$ cat src/core/sit_regs.vh
// Register offsets, protocol codes and field positions of the sensor target control
`ifndef SIT_REGS_VH
`define SIT_REGS_VH
`define SIT_ADDR_BCAST 7'h7e
`define SIT_ADDR_STATIC 7'h30
`define SIT_ADDR_P2P 7'h01
`define SIT_CCC_ENTDAA 8'h07
`define SIT_CCC_SETXTIME_B 8'h28
`define SIT_CCC_SETDASA 8'h87
`define SIT_CCC_GETSTATUS 8'h90
`define SIT_CCC_GETHDRCAP 8'h95
`define SIT_CCC_SETXTIME_D 8'h98
`define SIT_CCC_NONE 8'h00
`define SIT_XT_ST 8'h7f
`define SIT_XT_DT 8'hbf
`define SIT_XT_TPH 8'h3f
`define SIT_XT_TU 8'h9f
`define SIT_XT_ODR 8'h8f
`define SIT_HDRCAP_VAL 8'h01
`define SIT_REG_FIFO 8'h0e
`define SIT_REG_STAT1 8'h18
`define SIT_REG_STAT0 8'h19
`define SIT_REG_CTRL 8'h1b
`define SIT_REG_THR_X 8'h1e
`define SIT_REG_THR_Y 8'h1f
`define SIT_REG_THR_Z 8'h20
`define SIT_REG_PASSWD 8'h21
`define SIT_REG_STV_X 8'h27
`define SIT_REG_STV_Y 8'h28
`define SIT_REG_STV_Z 8'h29
`define SIT_REG_ODR 8'h2a
`define SIT_REG_TPH 8'h2b
`define SIT_REG_TU 8'h2c
`define SIT_CTRL_SELFTEST 8'h41
`define SIT_PASSWD_CODE 8'he1
`define SIT_FIFO_EN_BIT 0
`define SIT_FIFO_LOOP_BIT 7
`define SIT_STAT1_SAT_MASK 8'h20
`define SIT_DAA_BITS 7'd64
`define SIT_DAA_LAST 7'd71
`define SIT_DAA_ACK 7'd72
`define SIT_DAA_HDR 7'h7f
`define SIT_BYTE_LAST 4'd7
`define SIT_ACK_SLOT 4'd8
`endif

$ cat src/core/sit_target.v
// Sensor host-interface target: I2C/I3C SDR engine, address assignment, CCCs and registers
// Notes on behaviour
// (RQ1) Starts in I2C; any access to 0x7E switches to I3C until power-off.
// (RQ2) Static address 0x30 answers I2C and serves direct dynamic assignment.
// (RQ3) Controller should assign the dynamic address with SETDASA to the static address.
// (RQ4) Point-to-point bus is a SETDASA special case, also accepted on address 0x01.
// (RQ5) Joins ENTDAA, sending a fixed 48-bit provisional id with arbitration.
// (RQ6) With a dynamic address, SDR register reads, writes and supported CCCs work.
// (RQ7) Two-byte status returns primary status 0x18 then secondary status 0x19.
// (RQ8) GETHDRCAP answers 0x01, only DDR mode supported.
// (RQ9) Pending interrupt raises an IBI; its mandatory byte is primary status.
// (RQ10) SETXTIME 0x7F latches that transfer's START as sync reference.
// (RQ11) SETXTIME 0xBF captures one byte as delay time.
// (RQ12) SETXTIME 0x3F captures one byte as sync period.
// (RQ13) SETXTIME 0x9F captures one byte as time unit.
// (RQ14) SETXTIME 0x8F captures one byte as output data rate.
// (RQ15) ODR, period, unit by register or SETXTIME; tick and delay only SETXTIME.
// (RQ16) Host writes 80 percent of stored self-test values as thresholds.
// (RQ17) Writing 0x41 to control register 0x1B starts a self-test.
// (RQ18) Self-test result shows in the saturation bit of status 0x18; zero passes.
// (RQ19) Host applies password by writing 0xE1 to register 0x21.
// (RQ20) Host enables FIFO alone by writing 0x01 to register 0x0E.
// (RQ21) Host enables FIFO with loopback by writing 0x81 to register 0x0E.
// (RQ22) Host removes offset by SET, measure, RESET, measure, halving difference.
`timescale 1ns/1ps
`include "sit_regs.vh"
module sit_target #(
  parameter [47:0] PID = 48'h0a0b_0c0d_0e0f, // Arbitrary provisional id
  parameter [7:0] BCR = 8'h26,
  parameter [7:0] DCR = 8'h00,
  parameter [6:0] STATIC_ADDR = `SIT_ADDR_STATIC,
  parameter TS_W = 16
)
(
  input wire sys_clk,
  input wire rst,
  input wire scl,
  input wire sda_in,
  output reg sda_out,
  output reg sda_oe,
  input wire ibi_pending,
  input wire sat_sensor,
  input wire [7:0] status_flags,
  input wire [7:0] secondary_status,
  input wire [23:0] selftest_value,
  output reg i3c_mode,
  output reg [6:0] dyn_addr,
  output reg dyn_addr_valid,
  output reg ctrl_wr,
  output reg [7:0] ctrl_data,
  output reg selftest_start,
  output reg password_wr,
  output reg fifo_en,
  output reg fifo_loopback,
  output reg [23:0] selftest_threshold,
  output reg [7:0] odr,
  output reg [7:0] sync_period,
  output reg [7:0] time_unit,
  output reg [7:0] delay_time,
  output reg sync_tick,
  output reg [TS_W-1:0] sync_ref,
  output reg ibi_done
);
  // ****************************************************
  // Pin sampling and bus conditions
  // ****************************************************
  localparam ST_IDLE = 3'd0;
  localparam ST_ADDR = 3'd1;
  localparam ST_WR = 3'd2;
  localparam ST_RD = 3'd3;
  localparam ST_DAA = 3'd4;
  localparam ST_IGN = 3'd5;
  reg scl_s1_q, scl_s2_q, scl_s3_q, sda_s1_q, sda_s2_q, sda_s3_q;
  always @(posedge sys_clk)
  begin
    if (rst)
    begin
      scl_s1_q <= 1'b1;
      scl_s2_q <= 1'b1;
      scl_s3_q <= 1'b1;
      sda_s1_q <= 1'b1;
      sda_s2_q <= 1'b1;
      sda_s3_q <= 1'b1;
    end
    else
    begin
      scl_s1_q <= scl;
      scl_s2_q <= scl_s1_q;
      scl_s3_q <= scl_s2_q;
      sda_s1_q <= sda_in;
      sda_s2_q <= sda_s1_q;
      sda_s3_q <= sda_s2_q;
    end
  end
  wire scl_rise = scl_s2_q & ~scl_s3_q;
  wire scl_fall = ~scl_s2_q & scl_s3_q;
  wire start_det = scl_s2_q & scl_s3_q & sda_s3_q & ~sda_s2_q;
  wire stop_det = scl_s2_q & scl_s3_q & ~sda_s3_q & sda_s2_q;
  // ****************************************************
  // Transfer state
  // ****************************************************
  reg [2:0] state_q;
  reg [3:0] cnt_q;
  reg [7:0] sh_q, tx_q, ccc_q, ptr_q, def_q;
  reg [6:0] daa_cnt_q;
  reg [1:0] wr_idx_q;
  reg [TS_W-1:0] ts_q, start_ts_q;
  reg ack_q, bcast_q, ibi_arm_q, ibi_q, daa_arm_q;
  wire [7:0] rx_byte = {sh_q[6:0], sda_s2_q};
  wire [6:0] rx_addr = rx_byte[7:1];
  wire [63:0] daa_word = {PID, BCR, DCR};
  wire daa_bit = daa_word[6'd63 - daa_cnt_q[5:0]];
  wire [7:0] ibi_hdr = {dyn_addr, 1'b1};
  wire [1:0] xi = bcast_q ? wr_idx_q - 2'd1 : wr_idx_q;
  wire [6:0] own_addr = (i3c_mode & dyn_addr_valid) ? dyn_addr : STATIC_ADDR;
  wire dasa_ctx = (ccc_q == `SIT_CCC_SETDASA);
  // (RQ18) Saturation bit
  wire [7:0] primary_status = (status_flags & ~`SIT_STAT1_SAT_MASK) |
                       (sat_sensor ? `SIT_STAT1_SAT_MASK : 8'h00);
  // (RQ9) IBI header match
  wire ibi_hit = ibi_arm_q & (rx_byte == ibi_hdr);
  wire plain_rd = (ccc_q != `SIT_CCC_GETSTATUS) & (ccc_q != `SIT_CCC_GETHDRCAP);
  // ****************************************************
  // Read data selection
  // ****************************************************
  // Plain process so every register read is in the sensitivity list
  reg [7:0] rd_val;
  always @*
  begin
    if (ptr_q == `SIT_REG_STAT1)
      rd_val = primary_status;
    else if (ptr_q == `SIT_REG_STAT0)
      rd_val = secondary_status;
    else if (ptr_q == `SIT_REG_FIFO)
      rd_val = {fifo_loopback, 6'h00, fifo_en};
    else if (ptr_q == `SIT_REG_THR_X)
      rd_val = selftest_threshold[7:0];
    else if (ptr_q == `SIT_REG_THR_Y)
      rd_val = selftest_threshold[15:8];
    else if (ptr_q == `SIT_REG_THR_Z)
      rd_val = selftest_threshold[23:16];
    else if (ptr_q == `SIT_REG_STV_X)
      rd_val = selftest_value[7:0];
    else if (ptr_q == `SIT_REG_STV_Y)
      rd_val = selftest_value[15:8];
    else if (ptr_q == `SIT_REG_STV_Z)
      rd_val = selftest_value[23:16];
    else if (ptr_q == `SIT_REG_ODR)
      rd_val = odr;
    else if (ptr_q == `SIT_REG_TPH)
      rd_val = sync_period;
    else if (ptr_q == `SIT_REG_TU)
      rd_val = time_unit;
    else
      rd_val = 8'h00;
  end
  reg [7:0] tx_next;
  always @*
  begin
    // (RQ7) Status word order
    if (ccc_q == `SIT_CCC_GETSTATUS)
      tx_next = (state_q == ST_ADDR) ? primary_status : secondary_status;
    // (RQ8) HDR capability
    else if (ccc_q == `SIT_CCC_GETHDRCAP)
      tx_next = `SIT_HDRCAP_VAL;
    else
      tx_next = rd_val;
  end
  // ****************************************************
  // Protocol engine
  // ****************************************************
  always @(posedge sys_clk)
  begin
    if (rst)
    begin
      state_q <= ST_IDLE;
      cnt_q <= 4'd0;
      sh_q <= 8'h00;
      tx_q <= 8'h00;
      ccc_q <= `SIT_CCC_NONE;
      ptr_q <= 8'h00;
      def_q <= 8'h00;
      daa_cnt_q <= 7'd0;
      wr_idx_q <= 2'd0;
      ts_q <= {TS_W{1'b0}};
      start_ts_q <= {TS_W{1'b0}};
      ack_q <= 1'b0;
      bcast_q <= 1'b0;
      ibi_arm_q <= 1'b0;
      ibi_q <= 1'b0;
      daa_arm_q <= 1'b0;
      sda_out <= 1'b0;
      sda_oe <= 1'b0;
      i3c_mode <= 1'b0;
      dyn_addr <= 7'h00;
      dyn_addr_valid <= 1'b0;
      ctrl_wr <= 1'b0;
      ctrl_data <= 8'h00;
      selftest_start <= 1'b0;
      password_wr <= 1'b0;
      fifo_en <= 1'b0;
      fifo_loopback <= 1'b0;
      selftest_threshold <= 24'h000000;
      odr <= 8'h00;
      sync_period <= 8'h00;
      time_unit <= 8'h00;
      delay_time <= 8'h00;
      sync_tick <= 1'b0;
      sync_ref <= {TS_W{1'b0}};
      ibi_done <= 1'b0;
    end
    else
    begin
      ctrl_wr <= 1'b0;
      selftest_start <= 1'b0;
      password_wr <= 1'b0;
      sync_tick <= 1'b0;
      ibi_done <= 1'b0;
      ts_q <= ts_q + 1'b1;
      if (start_det)
      begin
        // Our own IBI pull stays on across its START
        start_ts_q <= ts_q;
        ibi_arm_q <= (state_q == ST_IDLE) & sda_oe;
        state_q <= ST_ADDR;
        cnt_q <= 4'd0;
        wr_idx_q <= 2'd0;
        ack_q <= 1'b0;
        ibi_q <= 1'b0;
      end
      else if (stop_det)
      begin
        state_q <= ST_IDLE;
        ccc_q <= `SIT_CCC_NONE;
        daa_arm_q <= 1'b0;
        sda_oe <= 1'b0;
      end
      else if (state_q == ST_IDLE)
      begin
        // (RQ9) Request IBI while pending
        sda_oe <= ibi_pending & i3c_mode & dyn_addr_valid & scl_s2_q;
        sda_out <= 1'b0;
      end
      else if (state_q == ST_DAA)
      begin
        if (scl_rise)
        begin
          daa_cnt_q <= daa_cnt_q + 1'b1;
          sh_q <= rx_byte;
          // (RQ5) Lost arbitration drops out
          if (daa_cnt_q < `SIT_DAA_BITS && daa_bit && !sda_s2_q)
          begin
            state_q <= ST_IGN;
            sda_oe <= 1'b0;
          end
          // Only a well-formed address gets its ack
          ack_q <= (daa_cnt_q == `SIT_DAA_LAST) & ^rx_byte;
          if (daa_cnt_q == `SIT_DAA_LAST && ^rx_byte)
          begin
            dyn_addr <= rx_addr;
            dyn_addr_valid <= 1'b1;
          end
        end
        else if (scl_fall)
        begin
          sda_out <= 1'b0;
          if (daa_cnt_q == `SIT_DAA_HDR)
            sda_oe <= 1'b1;
          else if (daa_cnt_q < `SIT_DAA_BITS)
            sda_oe <= ~daa_bit;
          else
          begin
            // Ack stands until the fall that ends its slot
            sda_oe <= (daa_cnt_q == `SIT_DAA_ACK) & ack_q;
            if (daa_cnt_q > `SIT_DAA_ACK)
              state_q <= ST_IGN;
          end
        end
      end
      else if (scl_rise && state_q != ST_IGN)
      begin
        if (cnt_q != `SIT_ACK_SLOT)
        begin
          sh_q <= rx_byte;
          cnt_q <= cnt_q + 1'b1;
        end
        else
        begin
          cnt_q <= 4'd0;
          ack_q <= 1'b0;
          // Our own address ack is no controller ack; keep the loaded byte
          if (state_q == ST_RD && !ack_q)
          begin
            if (!sda_s2_q && !ibi_q)
            begin
              tx_q <= tx_next;
              if (plain_rd)
                ptr_q <= ptr_q + 1'b1;
            end
            else
            begin
              state_q <= ST_IGN;
              ibi_done <= ibi_q;
            end
          end
        end
        if (cnt_q == `SIT_BYTE_LAST && state_q == ST_ADDR)
        begin
          if (rx_addr == `SIT_ADDR_BCAST)
          begin
            // (RQ1) One-way switch to I3C
            i3c_mode <= 1'b1;
            bcast_q <= ~rx_byte[0];
            ack_q <= ~rx_byte[0] | (daa_arm_q & ~dyn_addr_valid);
            if (!rx_byte[0])
              state_q <= ST_WR;
            else if (daa_arm_q && !dyn_addr_valid)
            begin
              state_q <= ST_DAA;
              daa_cnt_q <= `SIT_DAA_HDR;
            end
            else
              state_q <= ST_IGN;
          end
          else if (ibi_hit)
          begin
            ibi_q <= 1'b1;
            ack_q <= 1'b1;
            state_q <= ST_RD;
            tx_q <= primary_status;
          end
          // (RQ2) Static address match
          // (RQ4) Point-to-point assignment
          else if (rx_addr == own_addr ||
                   (dasa_ctx && (rx_addr == STATIC_ADDR || rx_addr == `SIT_ADDR_P2P)))
          begin
            ack_q <= 1'b1;
            bcast_q <= 1'b0;
            state_q <= rx_byte[0] ? ST_RD : ST_WR;
            tx_q <= tx_next;
            if (rx_byte[0] && plain_rd)
              ptr_q <= ptr_q + 1'b1;
          end
          else
            state_q <= ST_IGN;
        end
        else if (cnt_q == `SIT_BYTE_LAST && state_q == ST_WR)
        begin
          ack_q <= 1'b1;
          if (wr_idx_q != 2'd3)
            wr_idx_q <= wr_idx_q + 1'b1;
          if (bcast_q && wr_idx_q == 2'd0)
          begin
            ccc_q <= rx_byte;
            if (rx_byte == `SIT_CCC_ENTDAA)
              daa_arm_q <= 1'b1;
          end
          else if (bcast_q && ccc_q != `SIT_CCC_SETXTIME_B)
            ack_q <= 1'b1;
          // (RQ3) Address taken from SETDASA
          else if (dasa_ctx)
          begin
            if (wr_idx_q == 2'd0)
            begin
              dyn_addr <= rx_addr;
              dyn_addr_valid <= 1'b1;
            end
          end
          else if (bcast_q || ccc_q == `SIT_CCC_SETXTIME_D)
          begin
            if (xi == 2'd0)
            begin
              def_q <= rx_byte;
              // (RQ10) Sync tick reference
              if (rx_byte == `SIT_XT_ST)
              begin
                sync_tick <= 1'b1;
                sync_ref <= start_ts_q;
              end
            end
            else if (xi == 2'd1)
            begin
              // (RQ11) Delay time
              if (def_q == `SIT_XT_DT)
                delay_time <= rx_byte;
              // (RQ12) Sync period
              if (def_q == `SIT_XT_TPH)
                sync_period <= rx_byte;
              // (RQ13) Time unit
              if (def_q == `SIT_XT_TU)
                time_unit <= rx_byte;
              // (RQ14) Output data rate
              if (def_q == `SIT_XT_ODR)
                odr <= rx_byte;
            end
          end
          // (RQ6) SDR register access
          else if (wr_idx_q == 2'd0)
            ptr_q <= rx_byte;
          else
          begin
            ptr_q <= ptr_q + 1'b1;
            if (ptr_q == `SIT_REG_CTRL)
            begin
              ctrl_wr <= 1'b1;
              ctrl_data <= rx_byte;
              // (RQ17) Self-test start code
              selftest_start <= (rx_byte == `SIT_CTRL_SELFTEST);
            end
            else if (ptr_q == `SIT_REG_FIFO)
            begin
              fifo_en <= rx_byte[`SIT_FIFO_EN_BIT];
              fifo_loopback <= rx_byte[`SIT_FIFO_LOOP_BIT];
            end
            else if (ptr_q == `SIT_REG_PASSWD)
              password_wr <= (rx_byte == `SIT_PASSWD_CODE);
            else if (ptr_q == `SIT_REG_THR_X)
              selftest_threshold[7:0] <= rx_byte;
            else if (ptr_q == `SIT_REG_THR_Y)
              selftest_threshold[15:8] <= rx_byte;
            else if (ptr_q == `SIT_REG_THR_Z)
              selftest_threshold[23:16] <= rx_byte;
            // (RQ15) Register path for rate, period, unit
            else if (ptr_q == `SIT_REG_ODR)
              odr <= rx_byte;
            else if (ptr_q == `SIT_REG_TPH)
              sync_period <= rx_byte;
            else if (ptr_q == `SIT_REG_TU)
              time_unit <= rx_byte;
          end
        end
      end
      else if (scl_fall && state_q != ST_IGN)
      begin
        // Push-pull only for I3C read data; acks stay open-drain
        if (cnt_q == `SIT_ACK_SLOT)
        begin
          sda_oe <= ack_q;
          sda_out <= 1'b0;
        end
        else if (state_q == ST_RD)
        begin
          sda_oe <= i3c_mode | ~tx_q[3'd7 - cnt_q[2:0]];
          sda_out <= i3c_mode & tx_q[3'd7 - cnt_q[2:0]];
        end
        else if (state_q == ST_ADDR && ibi_arm_q)
        begin
          sda_oe <= ~ibi_hdr[3'd7 - cnt_q[2:0]];
          sda_out <= 1'b0;
        end
        else
          sda_oe <= 1'b0;
      end
    end
  end
endmodule

$ cat config.mk
export PLATFORM = sky130hd
export DESIGN_NAME = sit_target
export DESIGN_NICKNAME = d
export VERILOG_FILES = /design/src/core/sit_target.v
export VERILOG_INCLUDE_DIRS = /design/src /design/src/core
export SDC_FILE = /design/constraint.sdc
export NUM_CORES = 1
export LEC_CHECK = 0
export BUFFER_PORTS_ARGS = -buffer_cell sky130_fd_sc_hd__clkbuf_2
export CAP_MARGIN = 10
export CORE_UTILIZATION = 48
export DETAILED_ROUTE_END_ITERATION = 16
export PLACE_DENSITY_LB_ADDON = 0.3
export SYNTH_ARGS = -nofsm -noshare
export SYNTH_HDL_FRONTEND = slang
export SYNTH_SLANG_ARGS = --single-unit
$ cat constraint.sdc
create_clock -name sys_clk -period 3.15 [get_ports sys_clk]
set_input_delay 0 -clock sys_clk [delete_from_list [all_inputs] [get_ports sys_clk]]
set_output_delay 0 -clock sys_clk [all_outputs]
set_load 0.01 [all_outputs]
==> results of run 1 <==
cell families after synthesis:
logic type | Yosys count | synth area share (%)
AOI/OAI and AO/OA | 324 | 18.9
adders and majority gates | 29 | 3.34
xor gates and xnor gates | 27 | 2.17
DFF | 196 | 36.1
muxes | 86 | 8.40
buffers and inverters | 134 | 4.83
and+or+nand+nor | 574 | 26.3
path summary, 6_finish.rpt:
check	from	endpoint	slack (ps)	depth (start not counted)
setup / recovery	ptr_q[3]	tx_q[0]	280	8
hold / removal	secondary_status[6]	tx_q[6]	9	4
hold reg to reg	sda_s1_q	sda_s2_q	410	1
setup reg to reg	ptr_q[3]	tx_q[0]	280	8
registers in the layout, indices dropped and copies added, names as in the netlist, 16 cells and up:
name	flops
selftest_threshold	24
start_ts_q	16
sync_ref	16
ts_q	16
worst register-to-register path, stage by stage, from the launching register on:
cell and delay (ps):
dfxtp_1 590, nor4b_2 590, nand4b_1 390, o221a_2 250
a211oi_1 260, o31ai_1 210, a21boi_1 170, o211ai_1 90
a31o_1 220
through the flow:
stage / util [%] / instances
detailed placement: 54.7 / 1758
finish: 57.6 / 1793
floorplan: - / 1370
global route: 57.6 / 1793
CTS: 57.6 / 1793
global placement: 54.7 / 1758
routing by layer:
layer | part of all wire [%] | global-route usage [%] | wire length (um)
met5 | 0 | 0 | 0
met4 | 3.0 | 12.0 | 1080
met3 | 7.3 | 4.81 | 2620
met2 | 46 | 48.9 | 16300
met1 | 44 | 41.2 | 15700
power by group:
part	internal, W	leakage, nW	total (W)	switching, W
clock	0.00113	0.293	0.00224	0.00111
sequential	0.00248	1.58	0.00249	0.0000104
combinational	0.0000625	3.11	0.000181	0.000118
layout make-up:
cell class | instances | area [um^2]
fill | 2067 | 9350
multi-input combinational | 1040 | 6430
sequential | 196 | 3920
timing repair buffer | 209 | 1240
clock buffer | 17 | 425
tap | 280 | 350
clock inverter | 14 | 169
inverter | 37 | 139
cells in the final DEF (no fill, tap or decap), types with 5 or more instances in the layout:
cell type / count
o21ai_1: 5
nor3b_1: 8
nand2_1: 141
nor2b_1: 11
or3_1: 9
a31oi_1: 12
nand3b_1: 9
a21oi_1: 134
a22oi_1: 11
and3_1: 28
o22ai_1: 15
a211oi_1: 16
xor2_1: 16
or2_2: 9
nor2_1: 208
o31ai_1: 8
and3b_1: 5
o221ai_1: 5
nor4_1: 9
o21a_1: 6
clkbuf_2: 141
mux2i_1: 80
nand2b_1: 11
o211ai_1: 6
buf_4: 63
clkbuf_16: 17
o21ai_0: 48
inv_1: 36
nand4_1: 20
nand3_1: 35
ha_1: 29
and2_1: 12
xnor2_1: 11
a221oi_1: 6
nor3_1: 24
dfxtp_1: 196
a21o_1: 5
==> Flow_metrics.wiki, run 1 <==
{| class="wikitable"
! Metric !! Value
|-
| Cell types with the highest counts after synthesis || 208 x nor2_1, 196 x dfxtp_1, 141 x nand2_1
|-
| IO Pins || 144
|-
| Area Growth Syn to Fin || 16.6%
|-
| CTS hold repair buffers || 4
|-
| Cells traversed along the worst timing path || nor4b_2, nand4b_1, o221a_2, a211oi_1, o31ai_1, a21boi_1, o211ai_1, a31o_1
|-
| Share of post-route cells with drive strength above 1 || 18.3%
|-
| Post-cts gate resize count || 0
|-
| Number of rows created at floorplan || 54
|-
| TritonCTS clock tree || built
|-
| First-pass iteration count of the detailed router || 9
|-
| Buf+Inv Stages, Crit Path || 0
|-
| Headroom to the max-slew limit || 45.9%
|-
| Unique masters post-synth || 89
|-
| Synthesized flop and latch total || 196
|-
| Fraction of synthesis flops using an asynchronous set or reset pin || 0%
|-
| Max stage delay cell, worst path || dfxtp_1
|-
| Post-synth design cell area || 10900 um^2
|-
| Endpoint kind of the worst setup timing path || flip-flop
|-
| H-tree depth || 4
|-
| Synthesis warning total || 0
|-
| Final net count || 1576
|-
| Maximum number of pins on one net before global-route repair || 126
|-
| Die outline height || 153 um
|-
| Setup slack after placement || 372 ps
|-
| Routability-driven placement congestion ratio || 0.978
|-
| Net count after synthesis || 1445
|-
| TritonCTS Buffers || 17
|-
| Cell taking the most area after synthesis || dfxtp_1
|-
| GRT overflow || 0
|-
| Clock tree root driver cell || clkbuf_16
|-
| Worst hold path class || input port to flip-flop
|-
| Die Width || 153 um
|-
| Req. time, crit path || 3480 ps
|-
| Min cycle time layout || 2870 ps
|-
| Longest individual stage delay on the worst path || 590 ps
|-
| Source-to-sink clock delay at the later pin of the worst-skew pair || 440 ps
|-
| Initial core utilization || 49.4%
|-
| Vias || 10900
|-
| Ranking of synthesized cells by area || dfxtp_1 36%, mux2i_1 7.4%, nor2_1 7.2%, a21oi_1 6.2%, nand2_1 4.9%
|-
| Area of the core || 22000 um^2
|-
| # Post-CTS Setup Buffers || 0
|-
| Final Routed Wirelength || 35800 um
|-
| Startpoint kind of the worst setup timing path || flip-flop
|-
| Worst clock skew on the final layout || 12.9 ps
|-
| Routed length per placed instance || 19.9 um
|-
| Data arrival at the endpoint of the critical path || 3200 ps
|-
| Maximum ir drop on the vdd rail || 0.000310 V
|-
| Cell family with the largest share of critical-path delay || compound AO/OA/AOI/OAI gates
|-
| RSZ-0062 raised after global routing || no
|-
| Post-synthesis area per instance || 7.94 um^2
|-
| Max-capacitance violation count || 0
|-
| Cell area reported after detailed placement || 12000 um^2
|-
| Overall power of the completed layout || 0.00492 W
|-
| HPWL Detailed || 26100 um
|-
| Final count of pins violating max slew || 0
|-
| Final instance area || 12700 um^2
|-
| DRC violations left || 0
|-
| Antenna violations before repair || 0
|-
| Number of I/O port buffers || 142
|-
| CP Class || flip-flop to flip-flop
|-
| Setup_tns || 0 ps
|-
| Number of sinks driven by the clock tree || 196
|-
| Maximum number of buffers from clock root to sink || 2
|-
| Number of global-route vias before repair || 10100
|-
| Instance count of the mapped netlist || 1370
|-
| Pin slew with the least headroom to its limit || 800 ps
|-
| Maximum operating frequency || 0.348 GHz
|-
| Sequential element share of the synthesized area || 36.1%
|-
| First-pass GRT wire length || 56300 um
|-
| Proportion of netlist area held by the largest area contributor || 36.1%
|-
| Total of endpoints with negative setup slack in the final report || 0
|-
| Power density relative to cell area || 388 nW/um^2
|-
| Leakage power summed over all cells || 4.98 nW
|-
| Final hold slack || 9.45 ps
|-
| Post-synth EDFFs || 0
|-
| Most frequent cell after synthesis || nor2_1
|-
| DR vias/cell || 6.08
|-
| Setup ws final || 278 ps
|-
| Most common flop cell mapped by yosys || dfxtp_1
|-
| Final Hold Violating Endpoints || 0
|-
| Share of the cycle needed by the critical path after routing || 91.2%
|-
| Die area || 23300 um^2
|-
| DRC marker count from the first detailed-route iteration || 1049
|-
| Run status || complete, no violations
|-
| Clock transition at the register clock pins on the worst setup and hold paths after CTS || 80 ps
|-
| GRT Overall Usage || 30.5%
|-
| Diodes inserted || 0
|-
| Maximum fanout count along the critical path || 12
|-
| DRT antenna net count || 0
|}
(Power assumes the default switching activity.)
==> run 2: changes to the inputs <==
--- a/config.mk
+++ b/config.mk
@@ -9,4 +9,5 @@
 export BUFFER_PORTS_ARGS = -buffer_cell sky130_fd_sc_hd__clkbuf_2
 export CAP_MARGIN = 10
+export CORE_ASPECT_RATIO = 1.25
 export CORE_UTILIZATION = 48
 export DETAILED_ROUTE_END_ITERATION = 16
==> constraint.sdc (replaced) <==
create_clock -name sys_clk -period 3.15 [get_ports sys_clk]
set_input_delay 0.315 -clock sys_clk [delete_from_list [all_inputs] [get_ports sys_clk]]
set_output_delay 0.315 -clock sys_clk [all_outputs]
set_load 0.01 [all_outputs]
==> run 2 against run 1 <==
Against the previous run: critical path depth up 1; final cell count up 0.33%; worst hold slack better by 61 ps; clock power up 6%; global-route usage up 0.51 points; total power up 2.5%; via count up 0.50%; first-iteration DRC count down 12%.
==> Flow_metrics.wiki, run 2 (synthesis gave the netlist of run 1 again) <==
{| class="wikitable"
! Metric !! Value
|-
| Share of post-route cells with drive strength above 1 || 18.7%
|-
| # fillers || 2040
|-
| Reg-to-reg endpoint || tx_q[6]
|-
| Run status || complete, no violations
|-
| DRC marker count from the first detailed-route iteration || 920
|-
| Die area || 23300 um^2
|-
| Power density relative to cell area || 396 nW/um^2
|-
| Max reg flops || 24
|-
| Number of I/O port buffers || 142
|-
| Share of the cycle needed by the critical path after routing || 93.2%
|-
| DRC violations left || 0
|-
| Final instance area || 12700 um^2
|-
| Cells on worst reg2reg path || 9
|-
| Reg with most FFs || selftest_threshold
|-
| Pin slew with the least headroom to its limit || 929 ps
|-
| CP Class || flip-flop to flip-flop
|-
| Maximum operating frequency || 0.341 GHz
|-
| Routed length per placed instance || 19.9 um
|-
| DRT antenna net count || 0
|-
| Maximum number of pins on one net before global-route repair || 81
|-
| Final Hold Violating Endpoints || 0
|-
| Maximum ir drop on the vdd rail || 0.000355 V
|-
| Min cycle time layout || 2930 ps
|-
| Hold Path End || sda_s1_q
|-
| DR vias/cell || 6.09
|-
| Most common library cell in the layout ignoring fill and taps || nor2_1
|-
| Cells traversed along the worst timing path || ha_1, inv_1, o311a_1, a211oi_1, nor4_1, a211oi_1, o22ai_1, o2bb2ai_1, a211o_1
|-
| Vias || 11000
|-
| Number of global-route vias before repair || 10200
|-
| Diodes inserted || 0
|-
| Total of endpoints with negative setup slack in the final report || 0
|-
| Cell area reported after detailed placement || 12100 um^2
|-
| Most prevalent standard cell on the critical path || a211oi_1
|-
| TritonCTS clock tree || built
|-
| First-pass GRT wire length || 55500 um
|-
| Reg2reg setup slack || 220 ps
|-
| Hold Path Depth || 2
|-
| # Post-CTS Setup Buffers || 0
|-
| GRT Overall Usage || 31.0%
|-
| Final Routed Wirelength || 35700 um
|-
| Die outline height || 170 um
|-
| Antenna violations before repair || 0
|-
| Routability-driven placement congestion ratio || 0.970
|-
| IO Pins || 144
|-
| Max stage delay cell, worst path || ha_1
|-
| Area Growth Syn to Fin || 17.0%
|-
| Startpoint kind of the worst setup timing path || flip-flop
|-
| Commonest cells after routing, fill and taps aside || 208 x nor2_1, 196 x dfxtp_1, 141 x nand2_1, 141 x clkbuf_2, 134 x a21oi_1
|-
| HPWL Detailed || 26100 um
|-
| Post-cts gate resize count || 0
|-
| Initial core utilization || 49.0%
|-
| Longest individual stage delay on the worst path || 580 ps
|-
| Endpoint kind of the worst setup timing path || flip-flop
|-
| RSZ-0062 raised after global routing || no
|-
| Clock tree root driver cell || clkbuf_16
|-
| CTS hold repair buffers || 0
|-
| Req. time, crit path || 3490 ps
|-
| Die Width || 137 um
|-
| Source-to-sink clock delay at the later pin of the worst-skew pair || 450 ps
|-
| Number of rows created at floorplan || 61
|-
| Number of sinks driven by the clock tree || 196
|-
| Clock transition at the register clock pins on the worst setup and hold paths after CTS || 90 ps
|-
| GRT overflow || 0
|-
| Hold path startpoint || sda_in
|-
| Leakage power summed over all cells || 5.01 nW
|-
| Maximum fanout count along the critical path || 13
|-
| Final count of pins violating max slew || 0
|-
| H-tree depth || 4
|-
| Data arrival at the endpoint of the critical path || 3270 ps
|-
| TritonCTS Buffers || 17
|-
| Area of the core || 22200 um^2
|-
| Headroom to the max-slew limit || 38.1%
|-
| Max-capacitance violation count || 0
|-
| Worst hold path class || input port to flip-flop
|-
| Setup_tns || 0 ps
|-
| Launch point of the worst reg-to-reg path || ptr_q[1]
|-
| Worst clock skew on the final layout || 13.3 ps
|-
| Maximum number of buffers from clock root to sink || 2
|-
| First-pass iteration count of the detailed router || 8
|-
| Final net count || 1578
|}
[run 2: cell types whose count changed in the layout (fill, tap and decap cells not counted), moves of 2 or more]
cell / previous run / this run
buf_4: 63 / 70
clkinv_8: 3 / 5
clkinv_2: 2 / 0
dlygate4sd3_1: 4 / 0
inv_12: 0 / 3
[run 2: area by class of cell]
type	instances	area [um^2]	share of cell area, %
Inverter	37	139	1.09
Clock inverter	15	220	1.73
Sequential cell	196	3920	30.8
Tap cell	283	354	2.78
Clock buffer	17	425	3.34
Timing Repair Buffer	211	1230	9.67
Multi-Input combinational cell	1040	6430	50.5
[run 2: report_power, final]
group / switching [W] / internal (W)
sequential: 0.0000106 / 0.00248
combinational: 0.000118 / 0.0000585
clock: 0.00119 / 0.00118
total: 0.00132 / 0.00372
[run 2: routing by layer]
| metal | track usage [%] | up-vias | wire length [um] | share of wire [%] |
|---|---|---|---|---|
| met5 | 0 | - | 0 | 0 |
| li1 | - | 5135 | - | - |
| met4 | 16.4 | 0 | 1680 | 4.7 |
| met3 | 5.12 | 124 | 2640 | 7.4 |
| met1 | 38.2 | 5157 | 14600 | 41 |
| met2 | 51.4 | 536 | 16800 | 47 |
[run 2: worst max path at each step]
stage               startpoint  slack, ps             end
finish                ptr_q[1]        220         tx_q[6]
global route          ptr_q[0]         30  sync_period[2]
CTS                   ptr_q[0]        270  sync_period[4]
detailed placement    ptr_q[0]        270  sync_period[4]
global placement      ptr_q[1]        330         tx_q[6]
floorplan             scl_s2_q        590     sync_ref[5]
[run 2: critical path, delay by kind of cell, from the launching register on]
kind | cells | cell delay (ps)
fa+ha+maj | 1 | 580
simple gates | 1 | 90
buf+inv | 1 | 290
compound gates | 6 | 1370
flops | 1 | 480
[run 2: stage by stage]
step           hold slack (ps)  setup WS, ps  instances  total power [W]  util (%)
5_1_grt                   67.9          32.0       1799          0.00518      57.3
3_5_place_dp               396           269       1767          0.00273      54.4
3_3_place_gp               394           326       1767          0.00272      54.4
4_1_cts                   65.8           272       1799          0.00505      57.3
2_1_floorplan              389           594       1370          0.00265         -
6_report                  70.5           216       1799          0.00504      57.3
